$ cat src/logic/sptf_regs.svh
// Offsets, field positions, reset values and timing counts of the phase-1 serial link.
// Assumes a single 125 MHz system clock on both ends of the link.
`ifndef SPTF_REGS_SVH
`define SPTF_REGS_SVH

// System clock and master serial clock timing
`define SPTF_CLK_PERIOD_NS 8
`define SPTF_SCLK_PERIOD_NS 160
`define SPTF_HALF_CYCLES ((`SPTF_SCLK_PERIOD_NS / 2 + `SPTF_CLK_PERIOD_NS - 1) / `SPTF_CLK_PERIOD_NS)

// Frame length
`define SPTF_BITS 8
`define SPTF_LAST_EDGE 4'hf
`define SPTF_LAST_BIT 3'h7

// Register byte offsets on the AXI4-Lite side
`define SPTF_ADDR_W 5
`define SPTF_DATA_OFS 5'h00
`define SPTF_CTRL_OFS 5'h04
`define SPTF_STAT_OFS 5'h08
`define SPTF_MASK_OFS 5'h0c

// Control fields
`define SPTF_CTRL_EN 0
`define SPTF_CTRL_CPOL 1
`define SPTF_CTRL_RST 2'h0

// Status and mask fields
`define SPTF_ST_RXDONE 0
`define SPTF_ST_TXEMPTY 1
`define SPTF_ST_MODE_FAULT_FLAG 2
`define SPTF_STAT_RST 3'h2
`define SPTF_MASK_RST 3'h0

// AXI responses
`define SPTF_RESP_OKAY 2'h0
`define SPTF_RESP_SLVERR 2'h2

`endif

$ cat src/logic/sptf_pkg.sv
// Types shared by both ends of the phase-1 serial link.
// Assumes sptf_regs.svh supplies the numeric constants.
package sptf_pkg;

  typedef enum logic [1:0] {M_IDLE, M_SETUP, M_SHIFT, M_HOLD} sptf_mst_state_t;

  typedef enum logic {S_IDLE, S_BUSY} sptf_slv_state_t;

endpackage

$ cat src/logic/sptf_link_if.sv
// Four-wire serial link between the master end and the slave end.
// Assumes the slave releases the data-out wire; an undriven wire reads high.
`timescale 1ns/100ps
interface sptf_link_if;
  logic sclk;
  logic mosi;
  logic ss_n;
  logic miso_out;
  logic miso_oe;
  logic miso;

  // Resolved slave-out wire, pulled high when released
  assign miso = miso_oe ? miso_out : 1'h1;

  modport master (output sclk, output mosi, output ss_n, input miso);
  modport slave (input sclk, input mosi, input ss_n, output miso_out, output miso_oe);
endinterface

$ cat src/logic/sptf_slave.sv
// Slave end of the phase-1 link with its AXI4-Lite register file and level interrupt.
// Assumes the link wires are asynchronous to clk and slow enough for two-flop sampling.
//
// Our own choices: the AXI4-Lite slave port and the address map.
`timescale 1ns/100ps
`include "sptf_regs.svh"
module sptf_slave (
  input wire logic clk,
  input wire logic rst,
  input wire logic ce,
  input wire logic [4:0] s_axi_awaddr,
  input wire logic s_axi_awvalid,
  output logic s_axi_awready,
  input wire logic [31:0] s_axi_wdata,
  input wire logic [3:0] s_axi_wstrb,
  input wire logic s_axi_wvalid,
  output logic s_axi_wready,
  output logic [1:0] s_axi_bresp,
  output logic s_axi_bvalid,
  input wire logic s_axi_bready,
  input wire logic [4:0] s_axi_araddr,
  input wire logic s_axi_arvalid,
  output logic s_axi_arready,
  output logic [31:0] s_axi_rdata,
  output logic [1:0] s_axi_rresp,
  output logic s_axi_rvalid,
  input wire logic s_axi_rready,
  output logic irq,
  sptf_link_if.slave link
);
  // One-hot register select: {mask, status, ctrl, data}, zero when unmapped
  function automatic logic [3:0] reg_sel(input logic [4:0] addr);
    logic [4:0] word;
    word = {addr[4:2], 2'h0};
    reg_sel = {word == `SPTF_MASK_OFS, word == `SPTF_STAT_OFS, word == `SPTF_CTRL_OFS, word == `SPTF_DATA_OFS};
  endfunction

  sptf_pkg::sptf_slv_state_t state_ff;
  logic [2:0] meta_ff;
  logic [2:0] sync_ff;
  logic sclk_d_ff;
  logic [7:0] shift_ff;
  logic [7:0] txd_ff;
  logic [7:0] rxd_ff;
  logic pend_ff;
  logic [2:0] cnt_ff;
  logic miso_ff;
  logic [1:0] ctrl_ff;
  logic [2:0] status_ff;
  logic [2:0] mask_ff;
  logic aw_got_ff;
  logic w_got_ff;
  logic [4:0] aw_addr_ff;
  logic [7:0] w_data_ff;
  logic w_lane_ff;
  logic bvalid_ff;
  logic [1:0] bresp_ff;
  logic rvalid_ff;
  logic [1:0] rresp_ff;
  logic [31:0] rdata_ff;

  // Synchronised link wires: bit 0 clock, bit 1 select, bit 2 data in
  wire sclk_s = sync_ff[0];
  wire ss_s = sync_ff[1];
  wire mosi_s = sync_ff[2];
  wire en = ctrl_ff[`SPTF_CTRL_EN];
  wire cpol = ctrl_ff[`SPTF_CTRL_CPOL];

  // Edge decode; a deselected slave sees no edges at all
  wire selected = en & ~ss_s;
  wire lead = selected & (sclk_d_ff == cpol) & (sclk_s != cpol);
  wire trail = selected & (sclk_d_ff != cpol) & (sclk_s == cpol);
  wire idle = (state_ff == sptf_pkg::S_IDLE);
  wire start = idle & lead;
  wire last = ~idle & trail & (cnt_ff == `SPTF_LAST_BIT);
  wire mode_fault_flag_ev = ~idle & en & ss_s;
  wire load_ev = idle & pend_ff & ~start; // and
  wire [7:0] shifted = {shift_ff[6:0], mosi_s};

  // Bus decode
  wire wr_do = aw_got_ff & w_got_ff & ~bvalid_ff;
  wire [3:0] wr_sel = reg_sel(aw_addr_ff);
  wire wr_ok = |wr_sel;
  wire wr_lane = wr_do & w_lane_ff;
  wire rd_fire = s_axi_arvalid & s_axi_arready;
  wire [3:0] rd_sel = reg_sel(s_axi_araddr);
  wire data_wr = wr_lane & wr_sel[0];
  wire stat_rd = rd_fire & rd_sel[2];
  wire [2:0] st_set = {mode_fault_flag_ev, load_ev, last};
  wire [2:0] st_clr = stat_rd ? status_ff : 3'h0;
  wire [31:0] rd_word = rd_sel[0] ? {24'h0, rxd_ff} :
                        rd_sel[1] ? {30'h0, ctrl_ff} :
                        rd_sel[2] ? {29'h0, status_ff} :
                        rd_sel[3] ? {29'h0, mask_ff} : 32'h0;

  // Ready only while enabled so no beat is taken while state is frozen
  assign s_axi_awready = ce & ~aw_got_ff;
  assign s_axi_wready = ce & ~w_got_ff;
  assign s_axi_arready = ce & ~rvalid_ff;
  assign s_axi_bvalid = bvalid_ff;
  assign s_axi_bresp = bresp_ff;
  assign s_axi_rvalid = rvalid_ff;
  assign s_axi_rresp = rresp_ff;
  assign s_axi_rdata = rdata_ff;
  assign irq = |(status_ff & mask_ff);
  assign link.miso_out = miso_ff;
  assign link.miso_oe = selected; // Only the selected slave drives, and

  // Two flops on every link wire, then a delayed clock copy for edges
  always_ff @(posedge clk or posedge rst)
    if (rst)
    begin
      meta_ff <= 3'h2;
      sync_ff <= 3'h2;
      sclk_d_ff <= 1'h0;
    end
    else if (ce)
    begin
      meta_ff <= {link.mosi, link.ss_n, link.sclk};
      sync_ff <= meta_ff;
      sclk_d_ff <= sclk_s;
    end

  // Transfer state; select may stay low between bytes
  always_ff @(posedge clk or posedge rst)
    if (rst)
    begin
      state_ff <= sptf_pkg::S_IDLE;
      cnt_ff <= 3'h0;
    end
    else if (ce)
    begin
      if (start)
        state_ff <= sptf_pkg::S_BUSY;
      else if (last || mode_fault_flag_ev || !en)
        state_ff <= sptf_pkg::S_IDLE;
      if (idle)
        cnt_ff <= 3'h0;
      else if (trail)
        cnt_ff <= cnt_ff + 3'h1; // Eight samples per byte
    end

  // Shift register and data out; reload only between transfers
  always_ff @(posedge clk or posedge rst)
    if (rst)
    begin
      shift_ff <= 8'h00;
      miso_ff <= 1'h0;
    end
    else if (ce)
    begin
      if (lead)
        miso_ff <= shift_ff[7]; // MSB on the first edge, then on odd edges, and
      if (~idle & trail)
        shift_ff <= shifted; // Sample on even edges
      else if (load_ev)
        shift_ff <= txd_ff; // Held byte moves in after the transfer
    end

  // Transmit holding register; a write landing after the first edge waits
  always_ff @(posedge clk or posedge rst)
    if (rst)
    begin
      txd_ff <= 8'h00;
      pend_ff <= 1'h0;
      rxd_ff <= 8'h00;
    end
    else if (ce)
    begin
      if (data_wr)
        txd_ff <= w_data_ff;
      pend_ff <= data_wr | (pend_ff & ~load_ev);
      if (last)
        rxd_ff <= shifted;
    end

  // Control, mask and sticky status; a set in the clearing cycle wins
  always_ff @(posedge clk or posedge rst)
    if (rst)
    begin
      ctrl_ff <= `SPTF_CTRL_RST;
      mask_ff <= `SPTF_MASK_RST;
      status_ff <= `SPTF_STAT_RST;
    end
    else if (ce)
    begin
      if (wr_lane && wr_sel[1])
        ctrl_ff <= w_data_ff[1:0];
      if (wr_lane && wr_sel[3])
        mask_ff <= w_data_ff[2:0];
      status_ff <= (status_ff & ~st_clr) | st_set;
    end

  // Write channels are taken independently, the write acts once both are held
  always_ff @(posedge clk or posedge rst)
    if (rst)
    begin
      aw_got_ff <= 1'h0;
      w_got_ff <= 1'h0;
      aw_addr_ff <= 5'h00;
      w_data_ff <= 8'h00;
      w_lane_ff <= 1'h0;
    end
    else if (ce)
    begin
      if (s_axi_awvalid && s_axi_awready)
        aw_addr_ff <= s_axi_awaddr;
      if (s_axi_wvalid && s_axi_wready)
      begin
        w_data_ff <= s_axi_wdata[7:0];
        w_lane_ff <= s_axi_wstrb[0];
      end
      aw_got_ff <= (aw_got_ff & ~(bvalid_ff & s_axi_bready)) | (s_axi_awvalid & s_axi_awready);
      w_got_ff <= (w_got_ff & ~(bvalid_ff & s_axi_bready)) | (s_axi_wvalid & s_axi_wready);
    end

  // Write response and read data
  always_ff @(posedge clk or posedge rst)
    if (rst)
    begin
      bvalid_ff <= 1'h0;
      bresp_ff <= `SPTF_RESP_OKAY;
      rvalid_ff <= 1'h0;
      rresp_ff <= `SPTF_RESP_OKAY;
      rdata_ff <= 32'h0;
    end
    else if (ce)
    begin
      if (wr_do)
      begin
        bvalid_ff <= 1'h1;
        bresp_ff <= wr_ok ? `SPTF_RESP_OKAY : `SPTF_RESP_SLVERR;
      end
      else if (s_axi_bready)
        bvalid_ff <= 1'h0;
      if (rd_fire)
      begin
        rvalid_ff <= 1'h1;
        rdata_ff <= rd_word;
        rresp_ff <= (|rd_sel) ? `SPTF_RESP_OKAY : `SPTF_RESP_SLVERR;
      end
      else if (s_axi_rready)
        rvalid_ff <= 1'h0;
    end
endmodule

$ cat src/flat_wrapper.sv
// flat-port wrapper written by rule: the top's interface ports become plain ports
module sptf_slave_flat 
  (clk, rst, ce, s_axi_awaddr, s_axi_awvalid, s_axi_awready, s_axi_wdata, s_axi_wstrb, s_axi_wvalid, s_axi_wready, s_axi_bresp, s_axi_bvalid, s_axi_bready, s_axi_araddr, s_axi_arvalid, s_axi_arready, s_axi_rdata, s_axi_rresp, s_axi_rvalid, s_axi_rready, irq, link_sclk, link_mosi, link_ss_n, link_miso_out, link_miso_oe);
  sptf_link_if link_i ();
  input wire logic clk;
  input wire logic rst;
  input wire logic ce;
  input wire logic [4:0] s_axi_awaddr;
  input wire logic s_axi_awvalid;
  output logic s_axi_awready;
  input wire logic [31:0] s_axi_wdata;
  input wire logic [3:0] s_axi_wstrb;
  input wire logic s_axi_wvalid;
  output logic s_axi_wready;
  output logic [1:0] s_axi_bresp;
  output logic s_axi_bvalid;
  input wire logic s_axi_bready;
  input wire logic [4:0] s_axi_araddr;
  input wire logic s_axi_arvalid;
  output logic s_axi_arready;
  output logic [31:0] s_axi_rdata;
  output logic [1:0] s_axi_rresp;
  output logic s_axi_rvalid;
  input wire logic s_axi_rready;
  output logic irq;
  input wire logic [$bits(link_i.sclk)-1:0] link_sclk;
  input wire logic [$bits(link_i.mosi)-1:0] link_mosi;
  input wire logic [$bits(link_i.ss_n)-1:0] link_ss_n;
  output wire logic [$bits(link_i.miso_out)-1:0] link_miso_out;
  output wire logic [$bits(link_i.miso_oe)-1:0] link_miso_oe;
  assign link_i.sclk = link_sclk;
  assign link_i.mosi = link_mosi;
  assign link_i.ss_n = link_ss_n;
  assign link_miso_out = link_i.miso_out;
  assign link_miso_oe = link_i.miso_oe;
  sptf_slave u_core (.clk(clk), .rst(rst), .ce(ce), .s_axi_awaddr(s_axi_awaddr), .s_axi_awvalid(s_axi_awvalid), .s_axi_awready(s_axi_awready), .s_axi_wdata(s_axi_wdata), .s_axi_wstrb(s_axi_wstrb), .s_axi_wvalid(s_axi_wvalid), .s_axi_wready(s_axi_wready), .s_axi_bresp(s_axi_bresp), .s_axi_bvalid(s_axi_bvalid), .s_axi_bready(s_axi_bready), .s_axi_araddr(s_axi_araddr), .s_axi_arvalid(s_axi_arvalid), .s_axi_arready(s_axi_arready), .s_axi_rdata(s_axi_rdata), .s_axi_rresp(s_axi_rresp), .s_axi_rvalid(s_axi_rvalid), .s_axi_rready(s_axi_rready), .irq(irq), .link(link_i));
endmodule
$ cat config.mk
export PLATFORM = sky130hd
export DESIGN_NAME = sptf_slave_flat
export DESIGN_NICKNAME = d
export VERILOG_FILES = /design/src/logic/sptf_pkg.sv /design/src/logic/sptf_link_if.sv /design/src/logic/sptf_slave.sv /design/src/flat_wrapper.sv
export VERILOG_INCLUDE_DIRS = /design/src /design/src/logic
export SDC_FILE = /design/constraint.sdc
export NUM_CORES = 1
export LEC_CHECK = 0
export BUFFER_PORTS_ARGS = -buffer_cell sky130_fd_sc_hd__buf_2
export CAP_MARGIN = 25
export CORE_ASPECT_RATIO = 0.5
export CORE_UTILIZATION = 30
export DETAILED_ROUTE_END_ITERATION = 12
export GPL_TIMING_DRIVEN = 0
export PLACE_DENSITY_LB_ADDON = 0.05
export SLEW_MARGIN = 30
export SYNTH_ARGS = -nofsm -noshare
export SYNTH_HDL_FRONTEND = slang
export SYNTH_SLANG_ARGS = --single-unit
export TNS_END_PERCENT = 20
$ cat constraint.sdc
create_clock -name clk -period 2.9 [get_ports clk]
set_clock_uncertainty 0.05 [all_clocks]
set_input_delay 0.29 -clock clk [delete_from_list [all_inputs] [get_ports clk]]
set_output_delay 0.29 -clock clk [all_outputs]
set_load 0.01 [all_outputs]
Word-level counts from Yosys, hierarchy flattened

Cells that the tools add are included.

Flip-flop bits (word level): 99
Logic and storage cells: 126
Output and inout bits: 44
Input port bits: 57

Reductions and logical operators: 30
Bitwise logic cells: 43
Add/subtract/negate cells: 1
Equality and inequality tests: 12
Muxes and demuxes: 17

Operator list:

| operator              | number |
|---|---|
| $mux W32              | 3 |
| $reduce_and A2 Y1     | 14 |
| $and A1 B1 Y1         | 27 |
| $mux W8               | 2 |
| $eq A3 B2 Y1 const B  | 4 |
| $mux W3               | 4 |
| $not A1 Y1            | 9 |
| $reduce_bool A2 Y1    | 4 |
| $reduce_or A4 Y1      | 2 |
| $and A3 B3 Y3         | 2 |
| $eq A3 B1 Y1 const B  | 2 |
| $logic_not A3 Y1      | 2 |
| $mux W1               | 6 |
| $logic_and A1 B1 Y1   | 4 |
| $mux W2               | 2 |
| $add A3 B1 Y3 const B | 1 |
| $eq A3 B3 Y1 const B  | 1 |
| $not A3 Y3            | 1 |
| $or A1 B1 Y1          | 3 |
| $or A3 B3 Y3          | 1 |
| $reduce_or A3 Y1      | 1 |
| $eq A1 B1 Y1          | 2 |
| $logic_or A1 B1 Y1    | 2 |
| $ne A1 B1 Y1          | 2 |
| 2 further kinds       | 2 |

Depth between registers and ports, before layout

Gate-level depths: netlist of run 1.

Depth after elaboration: 10
Gate-level depth with buffers: 6
Gate-level depth less buffers: 5

Worst setup path after synthesis of run 1

No wires, ideal clock.

Path type: reg-to-reg
Start: reg u_core.sync_ff[0]
End: reg u_core.rxd_ff[0]
Cell stages (with the launch flop): 6
Arrival: 1726 ps
Period minus slack after synthesis: 1901 ps
Path buffers: 1
Setup time: 125 ps
Required time: 2725 ps
Setup slack: 999 ps
Cell sequence: dfrtp_1 > or3b_4 > a21oi_4 > and3_4 > buf_12 > mux2_4

Word-level cells in the longest chain between the ends: 5

RTL lines:

| what                        | line              | source |
|---|---|---|
| start, declared             | sptf_slave.sv:40  | `logic [2:0] sync_ff;` |
| start signal, assigned      | sptf_slave.sv:120 | `sync_ff <= meta_ff;` |
| $eq A1 B1 Y1                | sptf_slave.sv:72  | `wire trail = selected & (sclk_d_ff != cpol) & (sclk_s == cpol);` |
| $and A1 B1 Y1               | sptf_slave.sv:72  |  |
| $and A1 B1 Y1 (2 in a row)  | sptf_slave.sv:75  | `` wire last = ~idle & trail & (cnt_ff == `SPTF_LAST_BIT); `` |
| $reduce_and A2 Y1 (no line) | --                |  |
| end signal, assigned        | sptf_slave.sv:174 | `rxd_ff <= shifted;` |
| end, declared               | sptf_slave.sv:44  | `logic [7:0] rxd_ff;` |

Every way passes these cells.
A chain may end at the register's enable or synchronous reset.

Final worst setup path of run 1

Ends and elaborated chain as after synthesis.

==> run summary, run 1 <==
# setup viols final - 0
Final Hold Viols - 0
CTS tree - done
Final ANT Viol Nets - 0
Die Y - 76.4 µm
Rel. slew slack - 50.3%
# IOs - 101
core area - 0.0105 mm²
Worst-path clk slew - 60 ps
share of the synthesized area in the top cell type - 51.2%
# diodes - 0
drt pass-1 iters - 4
Via density - 4.38
Reg area - 0.00178 mm²
initial antenna violation count - 0
die width - 151 µm
first-pass GRT wire length - 10900 µm
clk sinks - 71
largest net degree at the start of global routing - 47
row count - 26
pwr dens - 755 mW/mm²
Yosys cell types - 40
multi-input logic area - 0.00138 mm²
Final period util - 72.2%
Slew @ Worst Pin - 739 ps
GRT overflow - 0
final instance count without filler cells - 475
CTS Hold Bufs - 1
cts bufs inserted - 9
hold depth - 2
Max Fclk - 477 MHz
total die area - 0.0115 mm²
CTS Root Cell - clkbuf_16
FILL cells - 1024
Setup Buffers After CTS - 0
Mapped Area - 0.00332 mm²
met2 usage - 18.4%
GRT busiest layer - met2
GRT Util Overall - 12.6%
hold slack - 136 ps
Synth Instances - 250
met1 GRT Util - 16.6%
Hold EP - u_core.w_data_ff[1]
critical path arrival - 2260 ps
crit end category - flop
CP Class - reg -> reg
Clock Tree Buf Depth - 2
post-route setup TNS - 0 ps
R2R depth - 5
Syn Area/Cell - 13.3 µm²
Post-synth EDFFs - 0
cts repair resizes - 0
routed len/inst - 14.0 µm
WL final - 6630 µm
Max-Cap Viols - 0
Cells after DPL - 458
Yosys Warn Count - 0
Initial Utilization - 31.7%
outcome - finished, final reports clean
via count - 2080
Primary FF master, synth - dfrtp_1
CP Launch Type - flop
R2R Setup Slk - 810 ps
drt drc - 0
hold path startpoint - s_axi_wdata[1]
Peak VDD IR - 0.328 mV
Routability Congestion - 0.782
#FFs+latches synth - 71
port bufs - 42
crit path cell chain - or3b_4 > a21oi_4 > and3_4 > buf_12 > mux2_4
area delta synth->final - 24.1%
final HPWL from detailed placement - 4830 µm
Worst R2R End - u_core.rxd_ff[0]
RSZ-0062 raised after global routing - false
Pins Over Slew Limit - 0
Final Cell Area - 0.00412 mm²
top cell type by total area after synthesis - dfrtp_1
Placed Area - 0.00384 mm²
H-tree levels - 3
slowest CP cell - dfrtp_1
CP Max Fanout - 9
Hold Crit Class - in -> reg
Worst Path Required - 3070 ps
Final min period - 2090 ps
Final nets - 389
met3 Resource Use GR - 5.15%
Async S/R FF share, synth - 100%
Max stage delay on crit path - 450 ps
Skew-Pair Late Insertion Delay - 330 ps
sequential share of the synthesized area - 53.6%
FF-to-FF Start - u_core.sync_ff[0]
Leak - 2.07 nW
number of DRC markers in iteration 0 - 42
vias in the first global route - 2065
top post-synthesis cells by area - dfrtp_1 51%, mux2_2 17%, buf_4 6.1%, mux2_4 3.6%, nand2_1 2.6%
proportion of layout cells with a drive suffix above 1 - 48.4%
## through the flow
stage,setup slack [ps],utilization [%],power [mW]
after global routing,706,39.4,3.31
after floorplan,768,-,1.91
final,805,39.4,3.11
after CTS,795,39.4,3.17
after detailed placement,805,36.6,2.13
after global placement,-202,36.3,2.10
## layout make-up
| cell class | count | area share (%) |
|---|---|---|
| multi-input combinational | 166 | 33.5 |
| clock inverter | 6 | 0.880 |
| tap | 140 | 4.25 |
| sequential | 71 | 43.2 |
| timing repair buffer | 44 | 6.01 |
| clock buffer | 10 | 5.80 |
| buffer | 32 | 5.80 |
| inverter | 6 | 0.607 |
## sequential cells by signal, summed over array words and instances, names as in the netlist, 8 cells and up
signal / count
u_core.w_data_ff: 8
u_core.shift_ff: 8
u_core.s_axi_rdata: 8
u_core.rxd_ff: 8
u_core.txd_ff: 8
## power breakdown
group | internal, mW | switching (mW) | total [mW]
logic | 0.364 | 0.261 | 0.626
registers | 1.26 | 0.211 | 1.48
clock network | 0.596 | 0.414 | 1.01
total | 2.23 | 0.886 | 3.11
## cell usage in the layout, fill, tap and decap left out, types with 2 or more instances in the layout
cell type and n:
a21o_1 2, nand2_1 23, a21oi_1 3, inv_1 5
mux2_4 8, conb_1 26, a41o_1 2, buf_2 43
o22ai_1 2, dfrtp_1 68, mux4_2 2, mux2_2 51
or3b_4 2, o21ai_0 5, clkbuf_1 3, nor3b_1 2
clkbuf_16 9, nand3b_1 4, nor2b_1 4, nor2_1 3
a22o_1 7, nand2b_1 3, dfstp_2 3, buf_4 27
clkinv_2 4, ha_1 2
## critical path: cells and delay by family, from the launching register on
kind	cells	cell delay (ps)
buffers and inverters	1	140
DFF	1	450
AOI/OAI and AO/OA	1	330
and+or+nand+nor	2	700
muxes	1	300
## cell families after synthesis
| family | share of synthesized area [%] |
|---|---|
| flip-flops | 53.6 |
| AO/OA/AOI/OAI | 6.63 |
| AND/OR/NAND/NOR | 8.21 |
| other | 0.113 |
| XOR/XNOR | 0.264 |
| buffers and inverters | 7.87 |
| adder cells (fa/ha/maj) | 0.753 |
| multiplexers | 22.6 |
## Yosys cell counts (4+ instances only)
master     n
buf_4     27
nor2b_1    4
mux2_2    51
o21ai_0    5
a22o_1     7
mux2_4     8
nand3b_1   4
nand2_1   23
dfrtp_1   68
inv_1      6
## worst max path at each step
stage                           start                   end  slack [ps]  cells after the start
floorplan                         rst  u_core.aw_addr_ff[2]         770                      1
global placement                  rst  u_core.aw_addr_ff[4]        -200                      2
CTS                 u_core.sync_ff[0]      u_core.rxd_ff[0]         790                      5
detailed placement  u_core.sync_ff[0]      u_core.rxd_ff[1]         800                      5
finish              u_core.sync_ff[0]      u_core.rxd_ff[0]         810                      5
global route        u_core.sync_ff[0]      u_core.rxd_ff[3]         710                      5
## layer usage
layer,vias to the layer above,share of wire (%)
met5,-,0
met4,0,1.1
met3,6,5.7
met2,54,44
met1,1026,49
li1,994,-
(Power assumes the default switching activity.)
==> run 2: changes to the inputs <==
==> constraint.sdc (replaced) <==
create_clock -name clk -period 2.17 [get_ports clk]
set_clock_uncertainty 0.05 [all_clocks]
set_input_delay 0.217 -clock clk [delete_from_list [all_inputs] [get_ports clk]]
set_output_delay 0.217 -clock clk [all_outputs]
set_load 0.01 [all_outputs]
==> run summary, run 2 (same netlist as run 1, synthesis figures left out) <==
DR WL met3 - 375 µm
Clock Tree Buf Depth - 2
Cells after DPL - 458
first-pass GRT wire length - 10900 µm
P_sw - 1.19 mW
CP Max Fanout - 9
Rel. slew slack - 50.3%
Via density - 4.38
Met1 Wirelength - 3240 µm
Post-Route Utilization - 39.5%
post-route setup TNS - 0 ps
routed len/inst - 13.9 µm
H-tree levels - 3
commonest non-fill, non-tap cell in the layout - dfrtp_1
Placed Area - 0.00384 mm²
cts repair resizes - 0
Top delay family on crit path - simple AND/OR/NAND/NOR gates
Skew-Pair Late Insertion Delay - 330 ps
Final Cell Area - 0.00414 mm²
final instance count without filler cells - 476
CP Launch Type - flop
RSZ-0062 raised after global routing - false
# IOs - 101
total die area - 0.0115 mm²
Hold Crit Class - in -> reg
port bufs - 42
Final min period - 2050 ps
Final period util - 94.4%
Routability Congestion - 0.782
Leak - 2.07 nW
crit end category - flop
cts bufs inserted - 9
Logic pwr share - 20.1%
Max Fclk - 488 MHz
drt pass-1 iters - 4
drt drc - 0
CP Class - reg -> reg
initial antenna violation count - 0
via count - 2085
Final nets - 390
Die Y - 76.4 µm
Top Layer Used - met4
# diodes - 0
proportion of layout cells with a drive suffix above 1 - 48.5%
highest-count cells in the layout ignoring fill and taps - 68 x dfrtp_1, 51 x mux2_2, 43 x buf_2, 27 x buf_4, 26 x conb_1
# setup viols final - 0
Worst-path clk slew - 60 ps
Initial Utilization - 31.7%
row count - 26
final HPWL from detailed placement - 4830 µm
met2 wire len - 2930 µm
slowest CP cell - or3b_4
WL final - 6620 µm
Net Sw Frac - 28.5%
critical path arrival - 2220 ps
clk sinks - 71
Max stage delay on crit path - 430 ps
pwr dens - 1000 mW/mm²
CP bufs+invs - 0
Int Power - 2.97 mW
CTS tree - done
number of DRC markers in iteration 0 - 38
largest net degree at the start of global routing - 47
Final Hold Viols - 0
Worst Path Required - 2340 ps
vias in the first global route - 2065
hold slack - 62.5 ps
Max-Cap Viols - 0
Pins Over Slew Limit - 0
Peak VDD IR - 0.434 mV
sequential cell fraction of total power - 47.5%
CTS Root Cell - clkbuf_16
Clk network pwr share - 32.5%
FILL cells - 1022
GRT Util Overall - 12.6%
core area - 0.0105 mm²
die width - 151 µm
crit path cell chain - nand4b_2 > or3b_4 > nor3_4 > mux2_2
area delta synth->final - 24.7%
GRT overflow - 0
outcome - finished, final reports clean
Slew @ Worst Pin - 739 ps
Final ANT Viol Nets - 0
## run 2: timing repair
item,4_1_cts,5_1_grt
endpoints found under the setup margin,0,8
setup buffers,0,1
hold endpoints to repair,22,0
hold buffers,1,0
## run 2: power by group through the flow
| stage | registers (mW) | clock network [mW] | logic [mW] |
|---|---|---|---|
| 2_1_floorplan | 1.91 | 0 | 0.646 |
| 3_3_place_gp | 1.99 | 0 | 0.814 |
| 3_5_place_dp | 2.01 | 0 | 0.842 |
| 4_1_cts | 1.98 | 1.41 | 0.848 |
| 5_1_grt | 2.04 | 1.46 | 0.929 |
| 6_report | 1.97 | 1.35 | 0.836 |
## run 2: path summary, 6_finish.rpt
path                            cells past startpoint                     to           startpoint  slack [ps]
worst min register to register                      1         u_core.pend_ff       u_core.pend_ff         440
min in group asynchronous                           3  u_core.s_axi_rdata[2]                  rst         370
worst max-delay path                                4       u_core.txd_ff[3]  u_core.s_axi_bvalid         120
worst max register to register                      4       u_core.txd_ff[3]  u_core.s_axi_bvalid         120
max in group asynchronous                           4   u_core.aw_addr_ff[2]                  rst        1160
worst min-delay path                                2    u_core.w_data_ff[1]       s_axi_wdata[1]          60
## run 2: area by class of cell
class / count / area [µm²] / area share, %
Buffer: 32 / 239 / 5.77
Clock buffer: 10 / 239 / 5.77
Clock inverter: 6 / 36.3 / 0.876
Inverter: 6 / 25.0 / 0.604
Multi-Input combinational cell: 166 / 1380 / 33.3
Sequential cell: 71 / 1780 / 43.0
Tap cell: 140 / 175 / 4.23
Timing Repair Buffer: 45 / 268 / 6.46
## run 2: routing by layer
layer	track usage [%]	up-vias
li1	-	995
met1	16.6	1032
met2	18.4	52
met3	5.15	6
met4	4.50	0
met5	0	-
## run 2: worst register-to-register path: cells and delay by family, from the launching register on
kind	cells	cell delay, ps
flip-flops	1	400
multiplexers	1	400
AND/OR/NAND/NOR	3	1090
## run 2: stage by stage
stage | power [mW] | setup WS, ps
after floorplan | 2.56 | 111
after global placement | 2.81 | -859
after detailed placement | 2.85 | 74.7
after CTS | 4.24 | 64.6
after global routing | 4.43 | 0.242
final | 4.16 | 121
